## config.mk

```make
export PLATFORM = sky130hd
export DESIGN_NAME = vipm_ctrl
export DESIGN_NICKNAME = d
export VERILOG_FILES = /design/src/vipm_pkg.sv /design/src/vipm_ctrl.sv /design/src/vipm_picker.sv
export VERILOG_INCLUDE_DIRS = /design/src
export SDC_FILE = /design/constraint.sdc
export NUM_CORES = 1
export LEC_CHECK = 0
export BUFFER_PORTS_ARGS = -buffer_cell sky130_fd_sc_hd__buf_2
export CAP_MARGIN = 30
export CORE_MARGIN = 2
export CORE_UTILIZATION = 55
export DETAILED_ROUTE_END_ITERATION = 8
export MAX_ROUTING_LAYER = met4
export PLACE_DENSITY_LB_ADDON = 0.3
export SETUP_SLACK_MARGIN = 0.1
export SLEW_MARGIN = 20
export SYNTH_ARGS = -nofsm -noshare
export SYNTH_HDL_FRONTEND = slang
export SYNTH_SLANG_ARGS = --single-unit
```

## constraint.sdc

```tcl
create_clock -name pclk -period 2.7 [get_ports pclk]
set_input_delay 0.675 -clock pclk [delete_from_list [all_inputs] [get_ports pclk]]
set_output_delay 0.675 -clock pclk [all_outputs]
set_load 0.1 [all_outputs]
```

## src/vipm_defines.svh

```systemverilog
// Offsets, field positions, reset values and vector figures of the interrupt map.
// Assumes inclusion by bare name from the package and the design modules.
`ifndef VIPM_DEFINES_SVH
`define VIPM_DEFINES_SVH

// Register byte offsets on the APB window
`define VIPM_OFF_EN0      8'h00
`define VIPM_OFF_PR0      8'h04
`define VIPM_OFF_EN1      8'h08
`define VIPM_OFF_EN2      8'h0c
`define VIPM_OFF_PR1      8'h10
`define VIPM_OFF_PR2      8'h14
`define VIPM_OFF_PEND     8'h18
`define VIPM_OFF_PSET     8'h1c
`define VIPM_OFF_STAT     8'h20

// Reset values
`define VIPM_RST_BYTE     8'h00
`define VIPM_RST_PEND     22'h000000
`define VIPM_RST_VEC      16'h0000

// Field positions
`define VIPM_EN_GLOBAL    7
`define VIPM_STAT_REQ     0
`define VIPM_STAT_HIGH    1
`define VIPM_STAT_SRC     2
`define VIPM_STAT_SVC     8
`define VIPM_STAT_VEC     16

// Vector arithmetic: vector = base + step * order
`define VIPM_VEC_BASE     16'h0003
`define VIPM_VEC_STEP     16'h0008

// Fixed orders of the listed sources
`define VIPM_ORD_EXT0     5'h00
`define VIPM_ORD_EXT1     5'h02
`define VIPM_ORD_TMR2     5'h05
`define VIPM_ORD_CMPA_F   5'h0a
`define VIPM_ORD_CMPA_R   5'h0b
`define VIPM_ORD_CMPB_F   5'h0c
`define VIPM_ORD_CMPB_R   5'h0d
`define VIPM_ORD_CONVA    5'h0f
`define VIPM_ORD_CONVB    5'h11
`define VIPM_ORD_OSC      5'h15

// Vectors of the listed sources
`define VIPM_VEC_EXT0     16'h0003
`define VIPM_VEC_EXT1     16'h0013
`define VIPM_VEC_TMR2     16'h002b
`define VIPM_VEC_CMPA_F   16'h0053
`define VIPM_VEC_CMPA_R   16'h005b
`define VIPM_VEC_CMPB_F   16'h0063
`define VIPM_VEC_CMPB_R   16'h006b
`define VIPM_VEC_CONVA    16'h007b
`define VIPM_VEC_CONVB    16'h008b
`define VIPM_VEC_OSC      16'h00ab

// Sources whose flag hardware clears when the core takes the vector
`define VIPM_HW_CLEAR     22'h00000f

`endif

```

## src/vipm_pkg.sv

```systemverilog
// Types shared by the interrupt map modules.
// Assumes vipm_defines.svh is on the include path.
`include "vipm_defines.svh"

package vipm_pkg;

  // In-service state of the two priority levels
  typedef enum logic [1:0] {
    SVC_IDLE = 2'b00,
    SVC_LOW  = 2'b01,
    SVC_HIGH = 2'b10,
    SVC_BOTH = 2'b11
  } vipm_svc_t;

  // Whole state of the controller
  typedef struct packed {
    logic [7:0]  en0;
    logic [7:0]  pr0;
    logic [7:0]  en1;
    logic [7:0]  en2;
    logic [7:0]  pr1;
    logic [7:0]  pr2;
    logic [21:0] pend;
    vipm_svc_t   svc;
    logic        req;
    logic        hi;
    logic [4:0]  src;
    logic [15:0] vec;
    logic        pin0_q;
    logic        pin1_q;
    logic        pready;
    logic        pslverr;
    logic [31:0] prdata;
  } vipm_state_t;

endpackage
```

## src/vipm_ctrl.sv

```systemverilog
// Vectored interrupt controller with APB registers and a core handshake.
// Assumes pclk at 250 MHz, APB master in the same domain, one-cycle event pulses.
`timescale 1ns/1ps
`include "vipm_defines.svh"

// Overview of operation
// - External pin zero vectors to 0x0003, order 0, flag cleared on acceptance.
// - External pin one vectors to 0x0013, order 2, flag cleared on acceptance.
// - Timer two overflow or capture vectors to 0x002B, order 5.
// - Comparator A falling edge vectors to 0x0053, order 10.
// - Comparator A rising edge vectors to 0x005B, order 11.
// - Comparator B falling edge vectors to 0x0063, order 12.
// - Comparator B rising edge vectors to 0x006B, order 13.
// - Converter A done vectors to 0x007B, order 15.
// - Converter B done vectors to 0x008B, order 17.
// - Oscillator ready vectors to 0x00AB, order 21, the lowest.
// - Priority bit one means high level, zero means low level.
module vipm_ctrl #(
  parameter int ADDR_W = 8,
  parameter int NSRC   = 22
) (
  // Clock and reset
  input  wire logic              pclk,
  input  wire logic              presetn,
  // APB slave
  input  wire logic [ADDR_W-1:0] paddr,
  input  wire logic              psel,
  input  wire logic              penable,
  input  wire logic              pwrite,
  input  wire logic [31:0]       pwdata,
  output logic [31:0]            prdata,
  output logic                   pready,
  output logic                   pslverr,
  // Interrupt sources
  input  wire logic              ext_pin_irq_zero_n,
  input  wire logic              ext_pin_irq_one_n,
  input  wire logic [NSRC-1:0]   src_event,
  // Core handshake
  input  wire logic              irq_ack,
  input  wire logic              irq_done,
  output logic                   irq_req,
  output logic                   irq_high,
  output logic [4:0]             irq_source,
  output logic [15:0]            irq_vector
);

  initial begin
    if (NSRC != 22 || ADDR_W < 6) begin
      $error("vipm_ctrl: NSRC must be 22 and ADDR_W at least 6");
    end
  end

  vipm_pkg::vipm_state_t s_reg;
  vipm_pkg::vipm_state_t s_next;

  logic [NSRC-1:0] en;
  logic [NSRC-1:0] prio;
  logic [NSRC-1:0] act;
  logic [NSRC-1:0] hi_req;
  logic [NSRC-1:0] lo_req;
  logic [NSRC-1:0] sel_set;
  logic            pk_valid;
  logic            pk_hi;
  logic [4:0]      pk_idx;
  logic            allowed;
  logic [NSRC-1:0] set_ev;
  logic [NSRC-1:0] clr_ev;
  logic            acc;
  logic            commit;
  logic            taken;

  // Vector address of a fixed order
  function automatic logic [15:0] vec_of(input logic [4:0] ord);
    return `VIPM_VEC_BASE + (16'(ord) * `VIPM_VEC_STEP);
  endfunction

  // One-hot mask of a source
  function automatic logic [NSRC-1:0] bit_of(input logic [4:0] ord);
    return NSRC'(1) << ord;
  endfunction

  // Mask of all orders smaller than the given one
  function automatic logic [NSRC-1:0] below(input logic [4:0] ord);
    return bit_of(ord) - NSRC'(1);
  endfunction

  // Register offset match
  function automatic logic hit(input logic [ADDR_W-1:0] a, input logic [7:0] off);
    return a == ADDR_W'(off);
  endfunction

  // Enable, priority and qualified requests in fixed order
  always_comb begin
    en      = {s_reg.en2, s_reg.en1, s_reg.en0[5:0]} & {NSRC{s_reg.en0[`VIPM_EN_GLOBAL]}};
    prio    = {s_reg.pr2, s_reg.pr1, s_reg.pr0[5:0]};
    act     = s_reg.pend & en;
    hi_req  = act & prio;
    lo_req  = act & ~prio;
    sel_set = pk_hi ? hi_req : lo_req;
  end

  vipm_picker #(
    .N (NSRC)
  ) u_picker (
    .req_hi (hi_req),
    .req_lo (lo_req),
    .valid  (pk_valid),
    .sel_hi (pk_hi),
    .idx    (pk_idx)
  );

  // Next state
  always_comb begin
    s_next  = s_reg;
    acc     = psel && penable;
    commit  = acc && s_reg.pready;
    taken   = irq_ack && s_reg.req;
    // Only a high request may preempt a low one in service
    case (s_reg.svc)
      vipm_pkg::SVC_IDLE: allowed = pk_valid;
      vipm_pkg::SVC_LOW:  allowed = pk_valid && pk_hi;
      vipm_pkg::SVC_HIGH: allowed = 1'b0;
      vipm_pkg::SVC_BOTH: allowed = 1'b0;
      default:            allowed = 1'b0;
    endcase
    // Pin falling edges and peripheral events; set beats clear
    s_next.pin0_q = ext_pin_irq_zero_n;
    s_next.pin1_q = ext_pin_irq_one_n;
    set_ev = src_event;
    set_ev[`VIPM_ORD_EXT0] = src_event[`VIPM_ORD_EXT0] | (s_reg.pin0_q & ~ext_pin_irq_zero_n);
    set_ev[`VIPM_ORD_EXT1] = src_event[`VIPM_ORD_EXT1] | (s_reg.pin1_q & ~ext_pin_irq_one_n);
    clr_ev = '0;
    if (taken) begin
      clr_ev = bit_of(s_reg.src) & `VIPM_HW_CLEAR;
    end
    // Register writes at the completing edge
    if (commit && pwrite) begin
      if (hit(paddr, `VIPM_OFF_EN0)) begin
        s_next.en0 = pwdata[7:0];
      end
      if (hit(paddr, `VIPM_OFF_PR0)) begin
        s_next.pr0 = pwdata[7:0];
      end
      if (hit(paddr, `VIPM_OFF_EN1)) begin
        s_next.en1 = pwdata[7:0];
      end
      if (hit(paddr, `VIPM_OFF_EN2)) begin
        s_next.en2 = pwdata[7:0];
      end
      if (hit(paddr, `VIPM_OFF_PR1)) begin
        s_next.pr1 = pwdata[7:0];
      end
      if (hit(paddr, `VIPM_OFF_PR2)) begin
        s_next.pr2 = pwdata[7:0];
      end
      if (hit(paddr, `VIPM_OFF_PEND)) begin
        clr_ev = clr_ev | pwdata[NSRC-1:0];
      end
      if (hit(paddr, `VIPM_OFF_PSET)) begin
        set_ev = set_ev | pwdata[NSRC-1:0];
      end
    end
    s_next.pend = (s_reg.pend & ~clr_ev) | set_ev;
    // In-service tracking
    if (taken) begin
      case (s_reg.svc)
        vipm_pkg::SVC_IDLE: s_next.svc = s_reg.hi ? vipm_pkg::SVC_HIGH : vipm_pkg::SVC_LOW;
        vipm_pkg::SVC_LOW:  s_next.svc = vipm_pkg::SVC_BOTH;
        default:            s_next.svc = s_reg.svc;
      endcase
    end else if (irq_done) begin
      case (s_reg.svc)
        vipm_pkg::SVC_BOTH: s_next.svc = vipm_pkg::SVC_LOW;
        vipm_pkg::SVC_HIGH: s_next.svc = vipm_pkg::SVC_IDLE;
        vipm_pkg::SVC_LOW:  s_next.svc = vipm_pkg::SVC_IDLE;
        default:            s_next.svc = vipm_pkg::SVC_IDLE;
      endcase
    end
    // Request toward the core, dropped for a cycle after acceptance
    s_next.req = allowed && !taken && !irq_done;
    if (allowed) begin
      s_next.hi  = pk_hi;
      s_next.src = pk_idx;
      s_next.vec = vec_of(pk_idx);
    end
    // APB: one wait cycle, read data and error stand with pready
    s_next.pready  = acc && !s_reg.pready;
    s_next.pslverr = 1'b0;
    s_next.prdata  = '0;
    if (acc && !s_reg.pready) begin
      if (hit(paddr, `VIPM_OFF_EN0)) begin
        s_next.prdata = {24'h000000, s_reg.en0};
      end else if (hit(paddr, `VIPM_OFF_PR0)) begin
        s_next.prdata = {24'h000000, s_reg.pr0};
      end else if (hit(paddr, `VIPM_OFF_EN1)) begin
        s_next.prdata = {24'h000000, s_reg.en1};
      end else if (hit(paddr, `VIPM_OFF_EN2)) begin
        s_next.prdata = {24'h000000, s_reg.en2};
      end else if (hit(paddr, `VIPM_OFF_PR1)) begin
        s_next.prdata = {24'h000000, s_reg.pr1};
      end else if (hit(paddr, `VIPM_OFF_PR2)) begin
        s_next.prdata = {24'h000000, s_reg.pr2};
      end else if (hit(paddr, `VIPM_OFF_PEND)) begin
        s_next.prdata = {10'h000, s_reg.pend};
      end else if (hit(paddr, `VIPM_OFF_PSET)) begin
        s_next.prdata = '0;
      end else if (hit(paddr, `VIPM_OFF_STAT)) begin
        s_next.prdata[`VIPM_STAT_REQ]        = s_reg.req;
        s_next.prdata[`VIPM_STAT_HIGH]       = s_reg.hi;
        s_next.prdata[`VIPM_STAT_SRC +: 5]   = s_reg.src;
        s_next.prdata[`VIPM_STAT_SVC +: 2]   = s_reg.svc;
        s_next.prdata[`VIPM_STAT_VEC +: 16]  = s_reg.vec;
      end else begin
        s_next.pslverr = 1'b1;
      end
    end
  end

  // State register; reset holds vector zero and no request
  always_ff @(posedge pclk or negedge presetn) begin
    if (!presetn) begin
      s_reg.en0     <= `VIPM_RST_BYTE;
      s_reg.pr0     <= `VIPM_RST_BYTE;
      s_reg.en1     <= `VIPM_RST_BYTE;
      s_reg.en2     <= `VIPM_RST_BYTE;
      s_reg.pr1     <= `VIPM_RST_BYTE;
      s_reg.pr2     <= `VIPM_RST_BYTE;
      s_reg.pend    <= `VIPM_RST_PEND;
      s_reg.svc     <= vipm_pkg::SVC_IDLE;
      s_reg.req     <= 1'b0;
      s_reg.hi      <= 1'b0;
      s_reg.src     <= 5'h00;
      s_reg.vec     <= `VIPM_RST_VEC;
      s_reg.pin0_q  <= 1'b1;
      s_reg.pin1_q  <= 1'b1;
      s_reg.pready  <= 1'b0;
      s_reg.pslverr <= 1'b0;
      s_reg.prdata  <= 32'h00000000;
    end else begin
      s_reg <= s_next;
    end
  end

  // Outputs straight from the state register
  assign prdata     = s_reg.prdata;
  assign pready     = s_reg.pready;
  assign pslverr    = s_reg.pslverr;
  assign irq_req    = s_reg.req;
  assign irq_high   = s_reg.hi;
  assign irq_source = s_reg.src;
  assign irq_vector = s_reg.vec;

  // Vector checks per listed source, then flag clear, level, order and reset checks
  ext0_vector_a: assert property (@(posedge pclk) disable iff (!presetn)
    (s_reg.req && s_reg.src == `VIPM_ORD_EXT0) |-> s_reg.vec == `VIPM_VEC_EXT0 && $past(act[0]))
    else $error("ext pin zero vector wrong");
  ext0_hwclear_a: assert property (@(posedge pclk) disable iff (!presetn)
    (taken && s_reg.src == `VIPM_ORD_EXT0 && !set_ev[0]) |=> !s_reg.pend[0])
    else $error("ext pin zero flag not cleared on acceptance");
  ext1_vector_a: assert property (@(posedge pclk) disable iff (!presetn)
    (s_reg.req && s_reg.src == `VIPM_ORD_EXT1) |-> s_reg.vec == `VIPM_VEC_EXT1 && $past(act[2]))
    else $error("ext pin one vector wrong");
  tmr2_vector_a: assert property (@(posedge pclk) disable iff (!presetn)
    (s_reg.req && s_reg.src == `VIPM_ORD_TMR2) |-> s_reg.vec == `VIPM_VEC_TMR2 && $past(act[5]))
    else $error("timer two vector wrong");
  cmpa_fall_a: assert property (@(posedge pclk) disable iff (!presetn)
    (s_reg.req && s_reg.src == `VIPM_ORD_CMPA_F) |-> s_reg.vec == `VIPM_VEC_CMPA_F && $past(act[10]))
    else $error("comparator A fall vector wrong");
  cmpa_rise_a: assert property (@(posedge pclk) disable iff (!presetn)
    (s_reg.req && s_reg.src == `VIPM_ORD_CMPA_R) |-> s_reg.vec == `VIPM_VEC_CMPA_R && $past(act[11]))
    else $error("comparator A rise vector wrong");
  cmpb_fall_a: assert property (@(posedge pclk) disable iff (!presetn)
    (s_reg.req && s_reg.src == `VIPM_ORD_CMPB_F) |-> s_reg.vec == `VIPM_VEC_CMPB_F && $past(act[12]))
    else $error("comparator B fall vector wrong");
  cmpb_rise_a: assert property (@(posedge pclk) disable iff (!presetn)
    (s_reg.req && s_reg.src == `VIPM_ORD_CMPB_R) |-> s_reg.vec == `VIPM_VEC_CMPB_R && $past(act[13]))
    else $error("comparator B rise vector wrong");
  conva_vector_a: assert property (@(posedge pclk) disable iff (!presetn)
    (s_reg.req && s_reg.src == `VIPM_ORD_CONVA) |-> s_reg.vec == `VIPM_VEC_CONVA && $past(act[15]))
    else $error("converter A vector wrong");
  convb_vector_a: assert property (@(posedge pclk) disable iff (!presetn)
    (s_reg.req && s_reg.src == `VIPM_ORD_CONVB) |-> s_reg.vec == `VIPM_VEC_CONVB && $past(act[17]))
    else $error("converter B vector wrong");
  osc_vector_a: assert property (@(posedge pclk) disable iff (!presetn)
    (s_reg.req && s_reg.src == `VIPM_ORD_OSC) |-> s_reg.vec == `VIPM_VEC_OSC && $past(act[21]))
    else $error("oscillator ready vector wrong");
  level_bit_a: assert property (@(posedge pclk) disable iff (!presetn)
    s_reg.req |-> s_reg.hi == $past(pk_hi) && (s_reg.hi || $past(hi_req) == '0))
    else $error("request level does not follow priority bit");
  order_pick_a: assert property (@(posedge pclk) disable iff (!presetn)
    s_reg.req |-> ($past(sel_set) & below(s_reg.src)) == '0 && !(s_reg.svc == vipm_pkg::SVC_LOW && !s_reg.hi))
    else $error("smaller order or level rule skipped");
  reset_top_a: assert property (@(posedge pclk)
    $rose(presetn) |-> s_reg.vec == `VIPM_RST_VEC && !s_reg.req ##1 !s_reg.req)
    else $error("reset does not hold vector zero");

endmodule

```

## src/vipm_picker.sv

```systemverilog
// Fixed-order picker: lowest set index, high level ahead of low level.
// Assumes qualified request vectors; purely combinational.
`timescale 1ns/1ps

module vipm_picker #(
  parameter int N = 22
) (
  // Qualified requests per level
  input  wire logic [N-1:0] req_hi,
  input  wire logic [N-1:0] req_lo,
  // Selection
  output logic              valid,
  output logic              sel_hi,
  output logic [4:0]        idx
);

  initial begin
    if (N < 1 || N > 32) begin
      $error("vipm_picker: N out of range");
    end
  end

  // Index of the lowest set bit
  function automatic logic [4:0] first_set(input logic [N-1:0] v);
    logic [4:0] r;
    r = 5'h00;
    for (int i = N - 1; i >= 0; i--) begin
      if (v[i]) begin
        r = 5'(i);
      end
    end
    return r;
  endfunction

  // High level wins, then smallest order
  always_comb begin
    valid  = |req_hi || |req_lo;
    sel_hi = |req_hi;
    idx    = sel_hi ? first_set(req_hi) : first_set(req_lo);
  end

endmodule

```

* Yosys cells after proc, flatten, opt, wreduce, memory -nomap -nowiden
Cells that the tools add are included.
Storage, ports and cells: register bits 131, bits of input ports 71, output and inout port bits 57
Operators by class: $add $sub $neg 1, equality and inequality tests 12, shifts and indexed selects 1, muxes and demuxes 79, bitwise gates (word level) 16, reductions and logical operators 25
Operators by type and width (count):
- 5-bit 2-to-1 mux | 45
- 32-bit 2-to-1 mux | 7
- 22-bit AND | 5
- 22-bit 2-to-1 mux | 4
- 22-bit OR | 3
- 22-bit inverter | 2
- 22-bit OR reduction | 2
- 33-bit 2-to-1 mux | 1
- 8-bit by 5-bit == test with 1-bit output (second input constant) | 4
- 16-bit 2-to-1 mux | 2
- 8-bit by 4-bit == test with 1-bit output (second input constant) | 2
- 7-bit 2-to-1 mux | 2
- 2-bit AND reduction | 7
- 1-bit 2-to-1 mux | 10
- 2-bit 2-to-1 mux | 5
- 2-bit by 8-bit adder with 9-bit output (first input constant) | 1
- 8-bit by 3-bit == test with 1-bit output (second input constant) | 1
- 8-bit by 6-bit == test with 1-bit output (second input constant) | 1
- 1-bit logical AND | 8
- 8-bit logical NOT | 1
- 1-bit by 5-bit left shift with 4-bit output (first input constant) | 1
- 2-bit == test (second input constant) | 2
- 4-bit 2-to-1 mux | 1
- 2-bit one-hot mux with 2 select lines | 1
- other kinds (11) | 16

* Logic depth before layout (Yosys ltp)
Gate-level depths: netlist of run 1.
depth in word-level cells 27, gate-level depth with buffers 8

* Hierarchy
Synthesis of run 1 repeated with hierarchy kept, for this count alone.
Second synthesis, totals: cells, all modules 660, area, all modules 6148.4 um^2
By module, submodules not included:
- vipm_ctrl | instances 1, cells an instance 571, area an instance 5599.1 um^2, seq. area each 2705.1 um^2
- vipm_picker | instances 1, cells an instance 89, area an instance 549.3 um^2, seq. area each 0.0 um^2

* Worst setup path before layout of run 1
OpenSTA, ideal clock, no wires.
path type in2reg, from input paddr[7], to register s_reg, in the netlist prio[10], arrival 2.487 ns, path slack 0.088 ns, cell stages on the path 6, path through or4_1 > buf_2 > nor3_4 > nand2_1 > nor3b_4 > mux2_2
On the way: word-level cells in the longest chain between the ends 2
RTL lines:
- start, declared | RTL line vipm_ctrl.sv:26 | input wire logic [ADDR_W-1:0] paddr,
- 8-bit by 5-bit == test with 1-bit output | RTL line vipm_ctrl.sv:89 | return a == ADDR_W'(off);
- 2-bit AND reduction (no source line)
- end signal, assigned | RTL line vipm_ctrl.sv:240 | s_reg <= s_next;
- end, declared | RTL line vipm_ctrl.sv:53 | vipm_pkg::vipm_state_t s_reg;
No other way between the ends. A chain may end at the register's enable or synchronous reset.

* Worst setup path in the final report of run 1
from register s_reg[130] (netlist bit), to register s_reg, in the netlist irq_source[4]
On the way: word-level cells in the longest chain between the ends 26, elaborated cells between the ends (all ways) 54, classes of those cells mux: 46; bitwise: 4; reduce/logical: 4
RTL lines:
- 22-bit AND (*) | RTL line vipm_ctrl.sv:94 | en = {s_reg.en2, s_reg.en1, s_reg.en0[5:0]} & {NSRC{s_reg.en0[`VIPM_EN_GLOBAL]}};
- 22-bit AND (*) | RTL line vipm_ctrl.sv:96 | act = s_reg.pend & en;
- 22-bit AND, on equally long branches | RTL line vipm_ctrl.sv:98, vipm_ctrl.sv:97
- 5-bit 2-to-1 mux (22 in a row) | RTL line vipm_picker.sv:28 | if (v[i]) begin
- 5-bit 2-to-1 mux | RTL line vipm_picker.sv:39 | idx = sel_hi ? first_set(req_hi) : first_set(req_lo);
Every way passes the cells marked *; elsewhere a longest branch is shown, timed or not.

==> results of run 1 <==
==> final cells by class <==
| cell class | instances | area, sq um |
|---|---|---|
| Clock inverter | 5 | 66.3 |
| Inverter | 9 | 33.8 |
| Timing Repair Buffer | 144 | 908 |
| Fill cell | 929 | 3860 |
| Tap cell | 140 | 175 |
| Multi-Input combinational cell | 394 | 2800 |
| Sequential cell | 108 | 2710 |
| Clock buffer | 11 | 141 |
==> logic make-up (layout without fill, tap and decap cells) <==
group	count (synthesis)	after routing	share of synthesized area, %
AOI/OAI and AO/OA	114	114	14.2
buffers and inverters	85	169	8.93
DFF	108	108	45.3
muxes	63	63	11.8
other	1	17	0.0628
and+or+nand+nor	200	200	19.8
==> worst max-delay path by stage <==
stage,to,cells past startpoint,from
after detailed placement,prio[7]$_DFFE_PN0P_,8,paddr[7]
after CTS,irq_vector[1]$_DFFE_PN0N_,8,s_reg[130]$_DFFE_PN0P_
after floorplan,prio[10]$_DFFE_PN0P_,6,paddr[7]
final,irq_source[4]$_DFFE_PN0N_,8,s_reg[130]$_DFFE_PN0P_
after global placement,prio[7]$_DFFE_PN0P_,8,paddr[7]
after global routing,irq_source[1]$_DFFE_PN0N_,8,s_reg[130]$_DFFE_PN0P_
==> critical path, delay by kind of cell (launching register included) <==
kind | cells | cell delay [ns]
multiplexers | 1 | 0.39
buffers and inverters | 2 | 0.39
flip-flops | 1 | 0.41
AND/OR/NAND/NOR | 3 | 0.60
AO/OA/AOI/OAI | 2 | 0.53
==> power by group through the flow <==
stage | clock [mW] | combinational, mW | sequential (mW)
after global routing | 1.15 | 0.295 | 1.63
after floorplan | 0 | 0.167 | 1.67
after detailed placement | 0 | 0.277 | 1.66
final | 1.05 | 0.277 | 1.63
after global placement | 0 | 0.272 | 1.66
after CTS | 1.07 | 0.277 | 1.63
==> cells in the final DEF (no fill, tap or decap), types with 3 or more instances in the layout <==
master | Yosys | routed
sky130_fd_sc_hd__buf_12 | 0 | 6
sky130_fd_sc_hd__a221o_1 | 18 | 18
sky130_fd_sc_hd__a22oi_1 | 7 | 7
sky130_fd_sc_hd__nand4b_1 | 11 | 11
sky130_fd_sc_hd__dfrtp_1 | 106 | 106
sky130_fd_sc_hd__o22ai_1 | 4 | 4
sky130_fd_sc_hd__o21a_1 | 4 | 4
sky130_fd_sc_hd__and4_1 | 8 | 8
sky130_fd_sc_hd__nand2_1 | 57 | 56
sky130_fd_sc_hd__nand2b_1 | 6 | 6
sky130_fd_sc_hd__and4b_1 | 7 | 7
sky130_fd_sc_hd__nand3_1 | 15 | 15
sky130_fd_sc_hd__mux2i_1 | 6 | 6
sky130_fd_sc_hd__nand3b_1 | 4 | 4
sky130_fd_sc_hd__inv_1 | 9 | 9
sky130_fd_sc_hd__o211ai_1 | 8 | 8
sky130_fd_sc_hd__o21ai_0 | 18 | 18
sky130_fd_sc_hd__conb_1 | 1 | 17
sky130_fd_sc_hd__and3_1 | 15 | 15
sky130_fd_sc_hd__clkbuf_8 | 0 | 10
sky130_fd_sc_hd__nor2b_1 | 4 | 4
sky130_fd_sc_hd__buf_2 | 12 | 99
sky130_fd_sc_hd__a222oi_1 | 3 | 3
sky130_fd_sc_hd__nand4_1 | 27 | 27
sky130_fd_sc_hd__nor2_1 | 21 | 21
sky130_fd_sc_hd__buf_4 | 53 | 39
sky130_fd_sc_hd__mux2_2 | 57 | 57
sky130_fd_sc_hd__a221oi_1 | 4 | 4
sky130_fd_sc_hd__a31oi_1 | 4 | 4
sky130_fd_sc_hd__and2_1 | 6 | 6
sky130_fd_sc_hd__a21oi_1 | 19 | 19
sky130_fd_sc_hd__nor4_1 | 3 | 3
==> layer usage <==
metal | up-vias | part of all wire, % | wire length (um)
li1 | 2277 | - | -
met3 | 47 | 9.2 | 1670
met2 | 258 | 45 | 8130
met4 | 0 | 3.9 | 717
met1 | 2517 | 42 | 7710
met5 | - | 0 | 0
==> through the flow <==
stage | cell area [sq um] | instances | power (mW)
2_1_floorplan | 6030 | 587 | 1.84
5_1_grt | 6830 | 811 | 3.07
3_3_place_gp | 6620 | 795 | 1.93
3_5_place_dp | 6620 | 795 | 1.94
6_report | 6830 | 811 | 2.96
4_1_cts | 6830 | 811 | 2.98
==> what timing repair did <==
item                                    CTS  global route
hold buffers                              0             0
endpoints found under the hold margin     0             0
resized for setup                         0             1
endpoints found under the setup margin    0             5
setup buffers                             0             0
==> impl_metrics.json, run 1 <==
{
  "routedWlPerCell_um": 22.5,
  "post-synth-top-area-fraction_pct": 44.5,
  "synth_sequential_area_ratio_pct": 45.3,
  "timing.final.max_slew_violations": 0,
  "switching_share_pct": 27.3,
  "die_width_um": 108,
  "hold_viol": 0,
  "final_weighted_congestion_in_routability_driven_placement": 0.948,
  "critical-path-max-stage-delay_ns": 0.41,
  "setup_tns_ns": 0,
  "final_worst_path_period_share_pct": 90.2,
  "floorplan.die.height_um": 108,
  "core_sq_um": 10700,
  "antenna_violations_before_repair": 0,
  "use_met3_pct": 10.4,
  "rsz_0062_raised_after_global_routing": "false",
  "run_status": "completed",
  "overflow": 0,
  "grt_usage_pct": 33.8,
  "combinational_cell_fraction_of_total_power_pct": 9.4,
  "largest_fanout_on_the_critical_path": 19,
  "detail_route.drc_violations": 0,
  "finish.utilization_pct": 63.9,
  "post_synth.cell_area_avg_sq_um": 10.5,
  "crit_required_ns": 2.98,
  "grtUsageMet1_pct": 44.7,
  "synthesis.area_sq_um": 5970,
  "cp-end-kind": "register",
  "grt_start_max_net_pins": 51,
  "clkLatencyLatePin_ns": 0.39,
  "routed_via_density": 6.29,
  "hp-class": "in2async",
  "met2_resource_use_gr_pct": 48.4,
  "ys_seq_elements": 108,
  "cts.reportedPaths.clkPinSlew_ns": 0.11,
  "finalClockSkew_ns": 0.0109,
  "post_synth_most_frequent_cells": "sky130_fd_sc_hd__dfrtp_1 (106), sky130_fd_sc_hd__mux2_2 (57), sky130_fd_sc_hd__nand2_1 (57)",
  "r2r-start": "s_reg[130]$_DFFE_PN0P_",
  "synth_area_leaders": "sky130_fd_sc_hd__dfrtp_1 (44%), sky130_fd_sc_hd__mux2_2 (11%), sky130_fd_sc_hd__buf_4 (6.7%)",
  "maxCapViolations": 0,
  "slew_at_the_pin_closest_to_its_max_slew_limit_ns": 0.668,
  "area_growth_pct": 14.5,
  "design.portCount": 128,
  "flip_flop_count_of_the_largest_register_all_copies_and_words_added": 52,
  "cts_max_path_buffers": 2,
  "design.die.area_sq_um": 11700,
  "std_cell_rows": 38,
  "number_of_enable_type_register_cells_in_the_synthesized_netlist": 0,
  "vias": 5099,
  "cellInternalPower_mw": 2.15,
  "net-switching-power_mw": 0.808,
  "port_buffers": 100,
  "detail-route-antenna-nets": 0,
  "grt_pass1_vias": 4949,
  "slowest_stage": "sky130_fd_sc_hd__dfrtp_1",
  "postSynth.topFlopCell": "sky130_fd_sc_hd__dfrtp_1",
  "async_flop_share_pct": 100,
  "critical_path.reg2reg.endpoint": "irq_source[4]$_DFFE_PN0N_",
  "yosys.cell_count.top_type": "sky130_fd_sc_hd__dfrtp_1",
  "p_per_cell_area_nw_per_um2": 433,
  "clock-sinks": 108,
  "cts-htree-levels": 3,
  "synth_largest_area_cell": "sky130_fd_sc_hd__dfrtp_1",
  "first_iter_violations": 455,
  "cts_tree": "built",
  "grt-busiest-layer": "met2",
  "iteration_count_of_the_initial_detailed_routing_pass": 5,
  "final_layout_size_suffix_gt1_share_pct": 34.7,
  "timing.critical_path.cells": "buf_4 > nand4b_1 > and2_1 > nor4b_2 > buf_4 > a311o_1 > o21ai_2 > mux2_2",
  "detail_route.wirelength_um": 18200,
  "grt_first_pass_wirelength_um": 27900,
  "worstSetupStartpointType": "register",
  "rr_worst_depth": 8,
  "max-slew-margin-rel_pct": 55.1,
  "worstSetupPathType": "reg2reg",
  "timing.hold.ws_ns": 0.256,
  "total_leakage_power_nw": 3.25,
  "timing.critical_path.mode_cell": "sky130_fd_sc_hd__buf_4",
  "finalSetupViolations": 0,
  "pwr-share-seq_pct": 55.1,
  "post-route-worst-setup-slack_ns": 0.265,
  "detailedPlace.worstSlack_ns": 0.0219,
  "num-nets-final": 737,
  "reg2reg_slack_ns": 0.27,
  "antennaDiodeCount": 0,
  "finalWorstPathRequiredPeriod_ns": 2.43,
  "netlist_instances": 571,
  "hpwl_um": 14100,
  "fmaxAchievable_mhz": 411,
  "worst_ep_arrival_time_ns": 2.72,
  "p_clk_share_pct": 35.5,
  "synth.distinct_cells": 62,
  "yosys_warnings": 0,
  "tritoncts.num_buffers": 9,
  "peakVddDrop_mv": 0.393,
  "initial_core_util_pct": 55.8,
  "cts_root_buf": "sky130_fd_sc_hd__clkbuf_8"
}
Note: power is estimated with default switching activity, not from simulation.
==> run 2, diff against run 1 <==
- ABC_AREA: unset -> 1
==> impl_metrics.json, run 2 <==
{
  "synthesis.area_sq_um": 5950,
  "routedWlPerCell_um": 18.0,
  "first_iter_violations": 490,
  "async_flop_share_pct": 100,
  "worst_ep_arrival_time_ns": 2.65,
  "layoutNonFillerInstCount": 976,
  "core_sq_um": 10400,
  "slew_at_the_pin_closest_to_its_max_slew_limit_ns": 0.549,
  "post_synth_most_frequent_cells": "sky130_fd_sc_hd__nand2_1 (173), sky130_fd_sc_hd__dfrtp_1 (106), sky130_fd_sc_hd__inv_1 (92)",
  "peakVddDrop_mv": 0.384,
  "antennaDiodeCount": 0,
  "finish.utilization_pct": 63.0,
  "die_width_um": 108,
  "initial_core_util_pct": 57.2,
  "numPlacedInstances": 960,
  "final_weighted_congestion_in_routability_driven_placement": 0.996,
  "vias": 5418,
  "cts_tree": "built",
  "synth_area_leaders": "sky130_fd_sc_hd__dfrtp_1 (45%), sky130_fd_sc_hd__nand2_1 (11%), sky130_fd_sc_hd__buf_4 (6.7%)",
  "hp-class": "in2async",
  "hpwl_um": 13700,
  "iteration_count_of_the_initial_detailed_routing_pass": 5,
  "fmaxAchievable_mhz": 430,
  "clkLatencyLatePin_ns": 0.40,
  "final_layout_size_suffix_gt1_share_pct": 20.4,
  "cts-htree-levels": 3,
  "finalSetupViolations": 0,
  "yosys.cell_count.top_type": "sky130_fd_sc_hd__nand2_1",
  "most_common_cell_after_layout_fill_and_taps_aside": "sky130_fd_sc_hd__nand2_1",
  "timing.final.max_slew_violations": 0,
  "hold_viol": 0,
  "synth_largest_area_cell": "sky130_fd_sc_hd__dfrtp_1",
  "design.die.area_sq_um": 11700,
  "cts_root_buf": "sky130_fd_sc_hd__clkbuf_8",
  "combinational_cell_fraction_of_total_power_pct": 9.4,
  "cellInternalPower_mw": 2.10,
  "netlist_instances": 759,
  "design.portCount": 128,
  "critical_path.reg2reg.endpoint": "irq_source[3]$_DFFE_PN0N_",
  "final_worst_path_period_share_pct": 86.1,
  "rsz_0062_raised_after_global_routing": "false",
  "synth_sequential_area_ratio_pct": 45.4,
  "tritoncts.num_buffers": 9,
  "p_per_cell_area_nw_per_um2": 442,
  "num-nets-final": 906,
  "max-slew-margin-rel_pct": 63.4,
  "cts.reportedPaths.clkPinSlew_ns": 0.10,
  "critical-path-max-stage-delay_ns": 0.50,
  "worstSetupPathType": "reg2reg",
  "finalClockSkew_ns": 0.0132,
  "post-synth-top-area-fraction_pct": 44.6,
  "switching_share_pct": 27.6,
  "grt_first_pass_wirelength_um": 27000,
  "total_leakage_power_nw": 3.10,
  "detail_route.drc_violations": 0,
  "overflow": 0,
  "yosys_warnings": 0,
  "reg2reg_slack_ns": 0.38,
  "finalWorstPathRequiredPeriod_ns": 2.32,
  "run_status": "completed",
  "setup_tns_ns": 0,
  "detail_route.wirelength_um": 17600,
  "grt_pass1_vias": 4978,
  "crit_required_ns": 3.02,
  "synth.distinct_cells": 36,
  "area_growth_pct": 10.3,
  "routed_via_density": 5.55,
  "largest_fanout_on_the_critical_path": 12,
  "ys_seq_elements": 108,
  "pwr-share-seq_pct": 56.2,
  "detail-route-antenna-nets": 0,
  "cp-end-kind": "register",
  "r2r-start": "s_reg[130]$_DFFE_PN0P_",
  "cts_max_path_buffers": 2,
  "worstSetupStartpointType": "register",
  "maxCapViolations": 0,
  "flip_flop_count_of_the_largest_register_all_copies_and_words_added": 52,
  "post_synth.cell_area_avg_sq_um": 7.84,
  "std_cell_rows": 37,
  "number_of_enable_type_register_cells_in_the_synthesized_netlist": 0,
  "grt_start_max_net_pins": 43,
  "timing.critical_path.cells": "buf_4 > nand3_1 > nor2_1 > nor2_1 > nand2_1 > inv_1 > nand3_1 > nor3_2 > nand2_2 > o32ai_1 > nand2_1 > o21ai_1",
  "post_cts_resized": 0,
  "grt_usage_pct": 32.6,
  "clock-sinks": 108,
  "slowest_stage": "sky130_fd_sc_hd__dfrtp_2",
  "antenna_violations_before_repair": 0,
  "postSynth.topFlopCell": "sky130_fd_sc_hd__dfrtp_1",
  "cts_hold_repair.buffers": 0,
  "rr_worst_depth": 12,
  "net-switching-power_mw": 0.800,
  "layout_common_cells": "sky130_fd_sc_hd__nand2_1 (173), sky130_fd_sc_hd__dfrtp_1 (105), sky130_fd_sc_hd__buf_2 (99), sky130_fd_sc_hd__inv_1 (92), sky130_fd_sc_hd__nor2_1 (78)",
  "floorplan.die.height_um": 108,
  "p_clk_share_pct": 34.4,
  "port_buffers": 100,
  "postCtsSetupRepairBufs": 0
}
-- run 2: area by class of cell --
class | count | area, sq um
Inverter | 98 | 373
Clock inverter | 3 | 28.8
Fill cell | 967 | 3850
Sequential cell | 108 | 2710
Timing Repair Buffer | 119 | 671
Clock buffer | 13 | 169
Multi-Input combinational cell | 499 | 2450
Tap cell | 136 | 170
-- run 2: worst max path at each step --
stage / startpoint / slack [ns] / endpoint
3_5_place_dp: paddr[7] / 0.24 / prdata[1]$_DFF_PN0_
3_3_place_gp: paddr[7] / 0.27 / prdata[1]$_DFF_PN0_
2_1_floorplan: paddr[7] / 0.55 / s_reg[72]$_DFF_PN0_
6_report: s_reg[130]$_DFFE_PN0P_ / 0.38 / irq_source[3]$_DFFE_PN0N_
4_1_cts: s_reg[130]$_DFFE_PN0P_ / 0.35 / irq_source[0]$_DFFE_PN0N_
5_1_grt: s_reg[130]$_DFFE_PN0P_ / 0.17 / irq_source[0]$_DFFE_PN0N_
-- run 2: power by group through the flow --
| stage | clock [mW] | sequential, mW | combinational [mW] |
|---|---|---|---|
| after floorplan | 0 | 1.67 | 0.167 |
| after global placement | 0 | 1.66 | 0.271 |
| after detailed placement | 0 | 1.66 | 0.274 |
| after CTS | 1.01 | 1.63 | 0.275 |
| after global routing | 1.08 | 1.63 | 0.294 |
| final | 0.996 | 1.63 | 0.274 |
-- run 2: kinds of logic (layout without fill, tap and decap cells) --
kind of cell    count (synthesis)  in the layout  synth area share (%)
simple gates                  330            330                  24.3
buf+inv                       168            233                  14.5
compound gates                152            152                  15.7
flops                         108            108                  45.4
other cells                     1             17                0.0630
-- run 2: per-stage QoR --
stage	worst slack, ns	instance area (sq um)	hold WS (ns)	power [mW]
floorplan	0.553	6010	0.379	1.84
global placement	0.273	6360	0.471	1.93
detailed placement	0.236	6360	0.473	1.93
CTS	0.345	6560	0.266	2.92
global route	0.173	6560	0.269	3.01
finish	0.375	6560	0.258	2.90
-- run 2: metal layers --
metal	up-vias	wire length (um)	global-route usage, %
met1	2575	7710	44.0
met5	-	0	-
met2	237	8140	49.3
met4	0	354	9.43
li1	2583	-	-
met3	23	1400	7.59
-- run 2: worst max-delay path: cells and delay by family, from the launching register on --
| kind | cells | cell delay (ns) |
|---|---|---|
| AND/OR/NAND/NOR | 8 | 1.02 |
| flip-flops | 1 | 0.50 |
| AO/OA/AOI/OAI | 2 | 0.40 |
| buffers and inverters | 2 | 0.31 |
